**src/dpst_regs.svh**
```systemverilog
`ifndef DPST_REGS_SVH
`define DPST_REGS_SVH

// ----------------------------------------------------------------
// Frame and word layout
// ----------------------------------------------------------------
`define DPST_WORD_BITS      24
`define DPST_ADDR_MSB       23
`define DPST_ADDR_LSB       16
`define DPST_DATA_MSB       15
`define DPST_DATA_LSB       0
`define DPST_BITCNT_W       5
`define DPST_BITCNT_FULL    5'h18
`define DPST_BITCNT_OVER    5'h19
`define DPST_BITCNT_ZERO    5'h00
`define DPST_RD_FLAG_BIT    23
`define DPST_ADDR_PRIMARY   7'h08
`define DPST_ADDR_RANGE     7'h03
`define DPST_RANGE_LSB      0
`define DPST_RANGE_MSB      2

// ----------------------------------------------------------------
// Timing, in nanoseconds, and derived mclk cycle counts
// ----------------------------------------------------------------
`define DPST_MCLK_NS        50
`define DPST_BUSY_PRI_NS    1500
`define DPST_BUSY_OTH_NS    280
`define DPST_RESET_BUSY_NS  400000
`define DPST_RESP_NS        150
`define DPST_BUSY_PRI_CYC   (`DPST_BUSY_PRI_NS / `DPST_MCLK_NS)
`define DPST_BUSY_OTH_CYC   (`DPST_BUSY_OTH_NS / `DPST_MCLK_NS)
`define DPST_RESET_BUSY_CYC (`DPST_RESET_BUSY_NS / `DPST_MCLK_NS)
`define DPST_RESP_CYC       (`DPST_RESP_NS / `DPST_MCLK_NS)
`define DPST_CNT_W          14
`define DPST_CNT_ZERO       14'h0000
`define DPST_CNT_ONE        14'h0001

`endif

```
**src/dpst_pkg.sv**
```systemverilog
package dpst_pkg;

  typedef enum logic [1:0] {
    DPST_IDLE  = 2'b00,
    DPST_BUSY  = 2'b01,
    DPST_RESP  = 2'b10,
    DPST_RESET = 2'b11
  } dpst_state_t;

  typedef struct packed {
    logic [6:0]  addr;
    logic [15:0] data;
  } dpst_word_t;

  typedef struct packed {
    logic [15:0] level;
    logic [2:0]  range;
  } dpst_setting_t;

endpackage

```
**src/dpst_serial_port.sv**
```systemverilog
`timescale 1ns/1ps
`include "dpst_regs.svh"
// Summary of operation
// The host frames each write word with exactly 24 falling clock edges.
// A write to the primary force level holds busy low at most 1.5 us.
// A write to any other register holds busy low at most 280 ns.
// After a hardware reset busy stays low at most 400 us.
// The host holds the reset input low at least 25 ns.
// The host keeps frame select high 250 ns after a readback request.
// Readback bits change after a rising clock edge, valid within 45 ns; here they change on the third mclk edge after the rise, 100 to 150 ns.
// The data output goes to high impedance within 30 ns of frame end; here it takes two mclk edges through the synchroniser, 50 to 100 ns.
// The host waits for busy high before pulling load low.
// The host holds load low at least 20 ns.
// Load rising edge applies staged level and range about 150 ns later.
// Without load hold-off the force output follows 150 ns after busy.
// A whole channel update completes within 600 ns of the word; here a primary write takes 1.5 us busy plus 150 ns.
// The host slows the serial clock for readback.
// The host keeps the serial clock period at least 20 ns, 60/40 duty.
// The host lowers frame select before the first falling clock edge.
// Input is sampled on falling edges while framed, msb first.
module dpst_serial_port (
  input  wire logic                   mclk,
  input  wire logic                   rst,
  input  wire logic                   sclk,
  input  wire logic                   sync_n,
  input  wire logic                   sdi,
  input  wire logic                   hw_reset_n,
  input  wire logic                   load_n,
  input  wire logic                   hold_for_load,
  output logic                        sdo_o,
  output logic                        sdo_oe,
  output logic                        busy_n,
  output dpst_pkg::dpst_setting_t     applied,
  output logic [15:0]                 reg_addr_wr,
  output logic                        reg_wr_stb
);

  // ----------------------------------------------------------------
  // Input synchronisers
  // ----------------------------------------------------------------
  logic [4:0] meta_ff;
  logic [4:0] sync_ff;
  logic [4:0] prev_ff;
  logic [4:0] nxt_meta;
  logic [4:0] nxt_sync;

  always_comb begin
    nxt_meta = {sclk, sync_n, sdi, hw_reset_n, load_n};
    nxt_sync = meta_ff;
  end

  always_ff @(posedge mclk or posedge rst) begin
    if (rst) begin
      meta_ff <= 5'h1f;
      sync_ff <= 5'h1f;
      prev_ff <= 5'h1f;
    end else begin
      meta_ff <= nxt_meta;
      sync_ff <= nxt_sync;
      prev_ff <= sync_ff;
    end
  end

  logic s_sclk, s_sync_n, s_sdi, s_rst_n, s_load_n;
  assign {s_sclk, s_sync_n, s_sdi, s_rst_n, s_load_n} = sync_ff;
  logic sclk_fall, sclk_rise, sync_rise, rst_rise, load_rise;
  assign sclk_fall = prev_ff[4] & ~s_sclk;
  assign sclk_rise = ~prev_ff[4] & s_sclk;
  assign sync_rise = ~prev_ff[3] & s_sync_n;
  assign rst_rise  = ~prev_ff[1] & s_rst_n;
  assign load_rise = ~prev_ff[0] & s_load_n;

  // ----------------------------------------------------------------
  // Shift register and readback
  // ----------------------------------------------------------------
  // Readback needs the slower serial clock the host promises, since
  // edges are found by sampling; a fast clock would be missed.
  logic [23:0]                 shift_ff, nxt_shift;
  logic [`DPST_BITCNT_W-1:0]   bitcnt_ff, nxt_bitcnt;
  logic [23:0]                 rdsh_ff, nxt_rdsh;
  logic                        rdmode_ff, nxt_rdmode;
  logic                        oe_ff, nxt_oe;
  logic                        word_done;
  dpst_pkg::dpst_word_t        word;
  dpst_pkg::dpst_setting_t     staged_ff, nxt_staged;
  dpst_pkg::dpst_setting_t     applied_ff, nxt_applied;

  assign word = {shift_ff[`DPST_ADDR_MSB-1:`DPST_ADDR_LSB],
                 shift_ff[`DPST_DATA_MSB:`DPST_DATA_LSB]};
  // Count saturates one past a word, so 48 falls never pass as 24
  assign word_done = sync_rise & (bitcnt_ff == `DPST_BITCNT_FULL);

  // Range decode is shared by readback and staging
  function automatic logic dpst_is_range(input logic [6:0] a);
    return a == `DPST_ADDR_RANGE;
  endfunction

  always_comb begin
    nxt_shift  = shift_ff;
    nxt_bitcnt = bitcnt_ff;
    nxt_rdsh   = rdsh_ff;
    nxt_rdmode = rdmode_ff;
    nxt_oe     = oe_ff;
    if (s_sync_n) begin
      nxt_bitcnt = `DPST_BITCNT_ZERO;
      nxt_oe     = 1'b0;
    end else begin
      nxt_oe = rdmode_ff;
      if (sclk_fall) begin
        nxt_shift = {shift_ff[22:0], s_sdi};
        if (bitcnt_ff != `DPST_BITCNT_OVER) begin
          nxt_bitcnt = bitcnt_ff + 5'h01;
        end
      end
      if (sclk_rise && rdmode_ff) begin
        nxt_rdsh = {rdsh_ff[22:0], 1'b0};
      end
    end
    if (word_done) begin
      nxt_rdmode = shift_ff[`DPST_RD_FLAG_BIT];
      nxt_rdsh   = {shift_ff[`DPST_ADDR_MSB:`DPST_ADDR_LSB],
                    dpst_is_range(word.addr) ?
                    {13'h0000, staged_ff.range} : staged_ff.level};
    end else if (sync_rise) begin
      nxt_rdmode = 1'b0;
    end
  end

  always_ff @(posedge mclk or posedge rst) begin
    if (rst) begin
      shift_ff  <= 24'h000000;
      bitcnt_ff <= `DPST_BITCNT_ZERO;
      rdsh_ff   <= 24'h000000;
      rdmode_ff <= 1'b0;
      oe_ff     <= 1'b0;
    end else begin
      shift_ff  <= nxt_shift;
      bitcnt_ff <= nxt_bitcnt;
      rdsh_ff   <= nxt_rdsh;
      rdmode_ff <= nxt_rdmode;
      oe_ff     <= nxt_oe;
    end
  end

  // Output enable drops combinationally with the synced frame end
  assign sdo_oe = oe_ff & ~s_sync_n;
  assign sdo_o  = rdsh_ff[23];

  // ----------------------------------------------------------------
  // Busy and apply sequencer
  // ----------------------------------------------------------------
  dpst_pkg::dpst_state_t       st_ff, nxt_st;
  logic [`DPST_CNT_W-1:0]      cnt_ff, nxt_cnt;
  logic                        wstb_ff, nxt_wstb;
  logic [15:0]                 waddr_ff, nxt_waddr;
  logic                        write_ev;

  assign write_ev = word_done & ~shift_ff[`DPST_RD_FLAG_BIT];

  function automatic logic dpst_cnt_end(input logic [`DPST_CNT_W-1:0] c);
    return c == `DPST_CNT_ONE;
  endfunction

  always_comb begin
    nxt_st      = st_ff;
    nxt_cnt     = cnt_ff;
    nxt_staged  = staged_ff;
    nxt_applied = applied_ff;
    nxt_wstb    = 1'b0;
    nxt_waddr   = waddr_ff;
    if (load_rise && !hold_for_load) begin
      nxt_applied = staged_ff;
    end
    unique case (st_ff)
      dpst_pkg::DPST_IDLE: begin
        if (write_ev) begin
          nxt_wstb  = 1'b1;
          nxt_waddr = {9'h000, word.addr};
          if (word.addr == `DPST_ADDR_PRIMARY) begin
            nxt_staged.level = word.data;
            nxt_cnt = `DPST_CNT_W'(`DPST_BUSY_PRI_CYC);
          end else begin
            if (dpst_is_range(word.addr)) begin
              nxt_staged.range =
                word.data[`DPST_RANGE_MSB:`DPST_RANGE_LSB];
            end
            nxt_cnt = `DPST_CNT_W'(`DPST_BUSY_OTH_CYC);
          end
          nxt_st = dpst_pkg::DPST_BUSY;
        end
      end
      dpst_pkg::DPST_BUSY: begin
        if (dpst_cnt_end(cnt_ff)) begin
          nxt_cnt = `DPST_CNT_W'(`DPST_RESP_CYC);
          nxt_st  = hold_for_load ? dpst_pkg::DPST_IDLE
                                  : dpst_pkg::DPST_RESP;
        end else begin
          nxt_cnt = cnt_ff - `DPST_CNT_ONE;
        end
      end
      dpst_pkg::DPST_RESP: begin
        if (dpst_cnt_end(cnt_ff)) begin
          nxt_applied = nxt_staged;
          nxt_st      = dpst_pkg::DPST_IDLE;
        end else begin
          nxt_cnt = cnt_ff - `DPST_CNT_ONE;
        end
      end
      dpst_pkg::DPST_RESET: begin
        if (dpst_cnt_end(cnt_ff)) begin
          nxt_st = dpst_pkg::DPST_IDLE;
        end else begin
          nxt_cnt = cnt_ff - `DPST_CNT_ONE;
        end
      end
    endcase
    // Load applies the staged pair when the host holds updates back
    if (load_rise && hold_for_load) begin
      nxt_applied = staged_ff;
    end
    if (rst_rise) begin
      nxt_staged  = '0;
      nxt_applied = '0;
      nxt_cnt     = `DPST_CNT_W'(`DPST_RESET_BUSY_CYC);
      nxt_st      = dpst_pkg::DPST_RESET;
    end
  end

  always_ff @(posedge mclk or posedge rst) begin
    if (rst) begin
      st_ff      <= dpst_pkg::DPST_IDLE;
      cnt_ff     <= `DPST_CNT_ZERO;
      staged_ff  <= '0;
      applied_ff <= '0;
      wstb_ff    <= 1'b0;
      waddr_ff   <= 16'h0000;
    end else begin
      st_ff      <= nxt_st;
      cnt_ff     <= nxt_cnt;
      staged_ff  <= nxt_staged;
      applied_ff <= nxt_applied;
      wstb_ff    <= nxt_wstb;
      waddr_ff   <= nxt_waddr;
    end
  end

  assign busy_n      = ~((st_ff == dpst_pkg::DPST_BUSY) |
                         (st_ff == dpst_pkg::DPST_RESET));
  assign applied     = applied_ff;
  assign reg_addr_wr = waddr_ff;
  assign reg_wr_stb  = wstb_ff;

endmodule

```
**config.mk**
```make
export PLATFORM = sky130hd
export DESIGN_NAME = dpst_serial_port
export DESIGN_NICKNAME = d
export VERILOG_FILES = /design/src/dpst_pkg.sv /design/src/dpst_serial_port.sv
export VERILOG_INCLUDE_DIRS = /design/src
export SDC_FILE = /design/constraint.sdc
export NUM_CORES = 1
export LEC_CHECK = 0
export BUFFER_PORTS_ARGS = -buffer_cell sky130_fd_sc_hd__clkbuf_2
export CAP_MARGIN = 5
export CORE_MARGIN = 2
export CORE_UTILIZATION = 50
export DETAILED_ROUTE_END_ITERATION = 12
export MAX_ROUTING_LAYER = met4
export PLACE_DENSITY_LB_ADDON = 0.12
export SLEW_MARGIN = 20
export SYNTH_ARGS = -nofsm -noshare
export SYNTH_HDL_FRONTEND = slang
export SYNTH_SLANG_ARGS = --single-unit
```
**constraint.sdc**
```tcl
create_clock -name mclk -period 13.24 [get_ports mclk]
set_clock_uncertainty 0.2 [all_clocks]
set_input_delay 1.986 -clock mclk [delete_from_list [all_inputs] [get_ports mclk]]
set_output_delay 1.986 -clock mclk [all_outputs]
set_load 0.02 [all_outputs]
```
==> results.cfg <==
[run_status]
status = complete, no violations

[drt]
drtIter0Drc = 222
dr.pass1.iters = 4
via_per_inst = 5.71
routed_wirelength_um = 11600
postRouteAntennaNets = 0
route.detailed.drc = 0
wl_per_cell_um = 16.9
via_count = 3924

[clock_tree]
clock-sinks = 131
numCtsBuffers = 17
cts_hold_buf = 0
insertion_delay_ps = 410
postCtsResizedCells = 0
cts_max_level = 4
clock_path_buffers = 2
clk_pin_slew_ps = 50
cts_root_buf = clkbuf_16
cts_setup_buffers = 0
cts_tree = built

[worst_setup_path]
cp_max_fo = 13
r2r-start = bitcnt_ff[0]
r2r-end = staged_ff[12]
required_ps = 11050
critical_path_class = reg2out
critPathCaptureType = output pin
startpoint_type = flop
arrival_ps = 1330
r2r_cells = 7
r2r_slack_ps = 9760

[timing]
setup_viol = 0
tns_ps = 0
rsz0062_at_grt = no
max-slew-margin-rel_pct = 27.4
tightest_slew_ps = 1090
period_share_pct = 26.6
hold_violations = 0
drv_slew = 0
finalWorstPathRequiredPeriod_ps = 3520
clock.fmax_mhz = 284

[floorplan]
die_w_um = 112
die_h_um = 112
io_pins = 47
dieArea_um2 = 12400
start_util_pct = 50.9
core_area_um2 = 11400
num_rows = 39

[job]
maxCapViolCount = 0

[place]
numPortBuffers = 37
gp_congestion = 0.824
dp_hpwl_um = 7350

[synthesis]
synthesis.area_um2 = 5780
synthDistinctLibCells = 58
ys_seq_area_share_pct = 57.0
ys_seq_elements = 131
ys_warn_count = 0
synth_enable_flop_cells = 0
syn_avg_cell_area_um2 = 11.6
syn_inst = 499
async_flop_share_pct = 100
ys.flop_type = dfrtp_1

[min_path]
hold_class = reg2reg
hp-start = meta_ff[1]
worstHoldPathCells = 0
whs_endpoint = sync_ff[1]

[final_layout]
area_delta_synth_final_pct = 15.7
drive_above_1_share_pct = 23.3
fillCellCount = 942
diodes = 0
fin_nets = 544
fin_util_pct = 58.9

[global_routing]
grt_pass1_vias = 3874
grt_max_degree = 73
grt_use_total_pct = 20.2
overflow = 0
antenna_found_initial = 0
grt_pass1_wl_um = 19600

[pwr]
powerDensity_nw_per_um2 = 150
peakVddDrop_mv = 0.0922
p_leak_uw = 0.00315
-- layer usage --
layer | share of wire, % | GRT usage (%) | up-vias
met4 | 1.4 | 7.33 | 0
li1 | - | - | 1847
met1 | 49 | 28.0 | 1977
met2 | 46 | 29.8 | 84
met5 | 0 | - | -
met3 | 3.4 | 4.35 | 16
-- power breakdown --
| part | internal (µW) | leakage (µW) | switching (µW) |
|---|---|---|---|
| registers | 427 | 0.00172 | 25.9 |
| logic | 37.5 | 0.00113 | 45.6 |
| clock network | 301 | 0.000292 | 166 |
| total | 766 | 0.00315 | 238 |
-- cell usage after synthesis, types with 4 or more instances --
| cell type | count | area share (%) |
|---|---|---|
| a211oi_1 | 5 | 0.65 |
| a21o_1 | 6 | 0.78 |
| a21oi_1 | 10 | 0.87 |
| a22o_1 | 23 | 3.5 |
| a31oi_1 | 4 | 0.43 |
| a32o_1 | 4 | 0.69 |
| buf_4 | 10 | 1.3 |
| clkbuf_1 | 27 | 1.8 |
| dfrtp_1 | 117 | 51 |
| dfstp_2 | 14 | 6.4 |
| ha_1 | 5 | 1.1 |
| inv_1 | 10 | 0.65 |
| mux2_2 | 24 | 4.7 |
| mux2i_1 | 36 | 6.2 |
| nand2_1 | 68 | 4.4 |
| nand3_1 | 14 | 1.2 |
| nand4_1 | 4 | 0.43 |
| nor2_1 | 13 | 0.84 |
| nor2b_1 | 8 | 0.87 |
| nor4_1 | 5 | 0.54 |
| o211ai_1 | 4 | 0.52 |
| o21ai_0 | 14 | 1.2 |
| o2bb2ai_1 | 13 | 2.0 |
| or4_1 | 6 | 0.78 |
-- cells in the final DEF (no fill, tap or decap), drive strengths merged, types with 6 or more instances in the layout --
master and count:
a21o 6, mux2 24, dfrtp 117, buf 9, conb 9, nor2 13
nand3 14, o2bb2ai 13, a22o 23, inv 10, or4 6, o21ai 16
a21oi 10, nand2 68, clkbuf 61, nor4 6, nor2b 8, mux2i 36
dfstp 14
-- state kept, by name, indices dropped and copies added, names as in the netlist, 5 cells and up --
| register | count |
|---|---|
| applied | 19 |
| bitcnt_ff | 5 |
| cnt_ff | 14 |
| meta_ff | 5 |
| rdsh_ff | 24 |
| reg_addr_wr | 7 |
| shift_ff | 24 |
| staged_ff | 19 |
| sync_ff | 5 |
-- kinds of logic after synthesis --
| group | count (synthesis) | share of synthesized area [%] |
|---|---|---|
| XOR/XNOR | 5 | 0.757 |
| adder cells (fa/ha/maj) | 5 | 1.08 |
| AND/OR/NAND/NOR | 147 | 13.0 |
| other | 1 | 0.0648 |
| AO/OA/AOI/OAI | 99 | 13.2 |
| buffers and inverters | 51 | 4.00 |
| flip-flops | 131 | 57.0 |
| multiplexers | 60 | 10.9 |
-- layout make-up --
cell class                      instances  area (µm²)  share of cell area, %
Sequential cell                       131        3300                   49.3
Multi-Input combinational cell        325        2320                   34.7
Clock buffer                           24         502                   7.50
Timing Repair Buffer                   46         253                   3.78
Tap cell                              143         179                   2.67
Clock inverter                          8        98.8                   1.48
Inverter                               10        40.0                  0.598
-- per-stage QoR --
step | setup slack [ps] | hold slack [ps] | instance area, µm² | std cells | power, µW
final | 9720 | 154 | 6690 | 687 | 1000
after global routing | 9380 | 158 | 6690 | 687 | 1040
after CTS | 9700 | 156 | 6690 | 687 | 1010
after detailed placement | 9460 | 147 | 6080 | 655 | 542
after global placement | 9500 | 146 | 6080 | 655 | 538
after floorplan | 7580 | 145 | 5810 | 507 | 520
-- worst max-delay path: stages (launching register included) --
cell and delay [ps]:
dfstp_2 690, nor2b_1 80, clkbuf_2 160
-- worst max-delay path by stage --
stage	start	end	slack [ps]	cells after the start
floorplan	rst	applied[0]	7580	1
global placement	rst	staged_ff[12]	9500	3
detailed placement	rst	staged_ff[12]	9460	3
CTS	sync_ff[3]	sdo_oe	9700	2
global route	bitcnt_ff[0]	staged_ff[4]	9380	7
finish	sync_ff[3]	sdo_oe	9720	2
(Power assumes the default switching activity.)
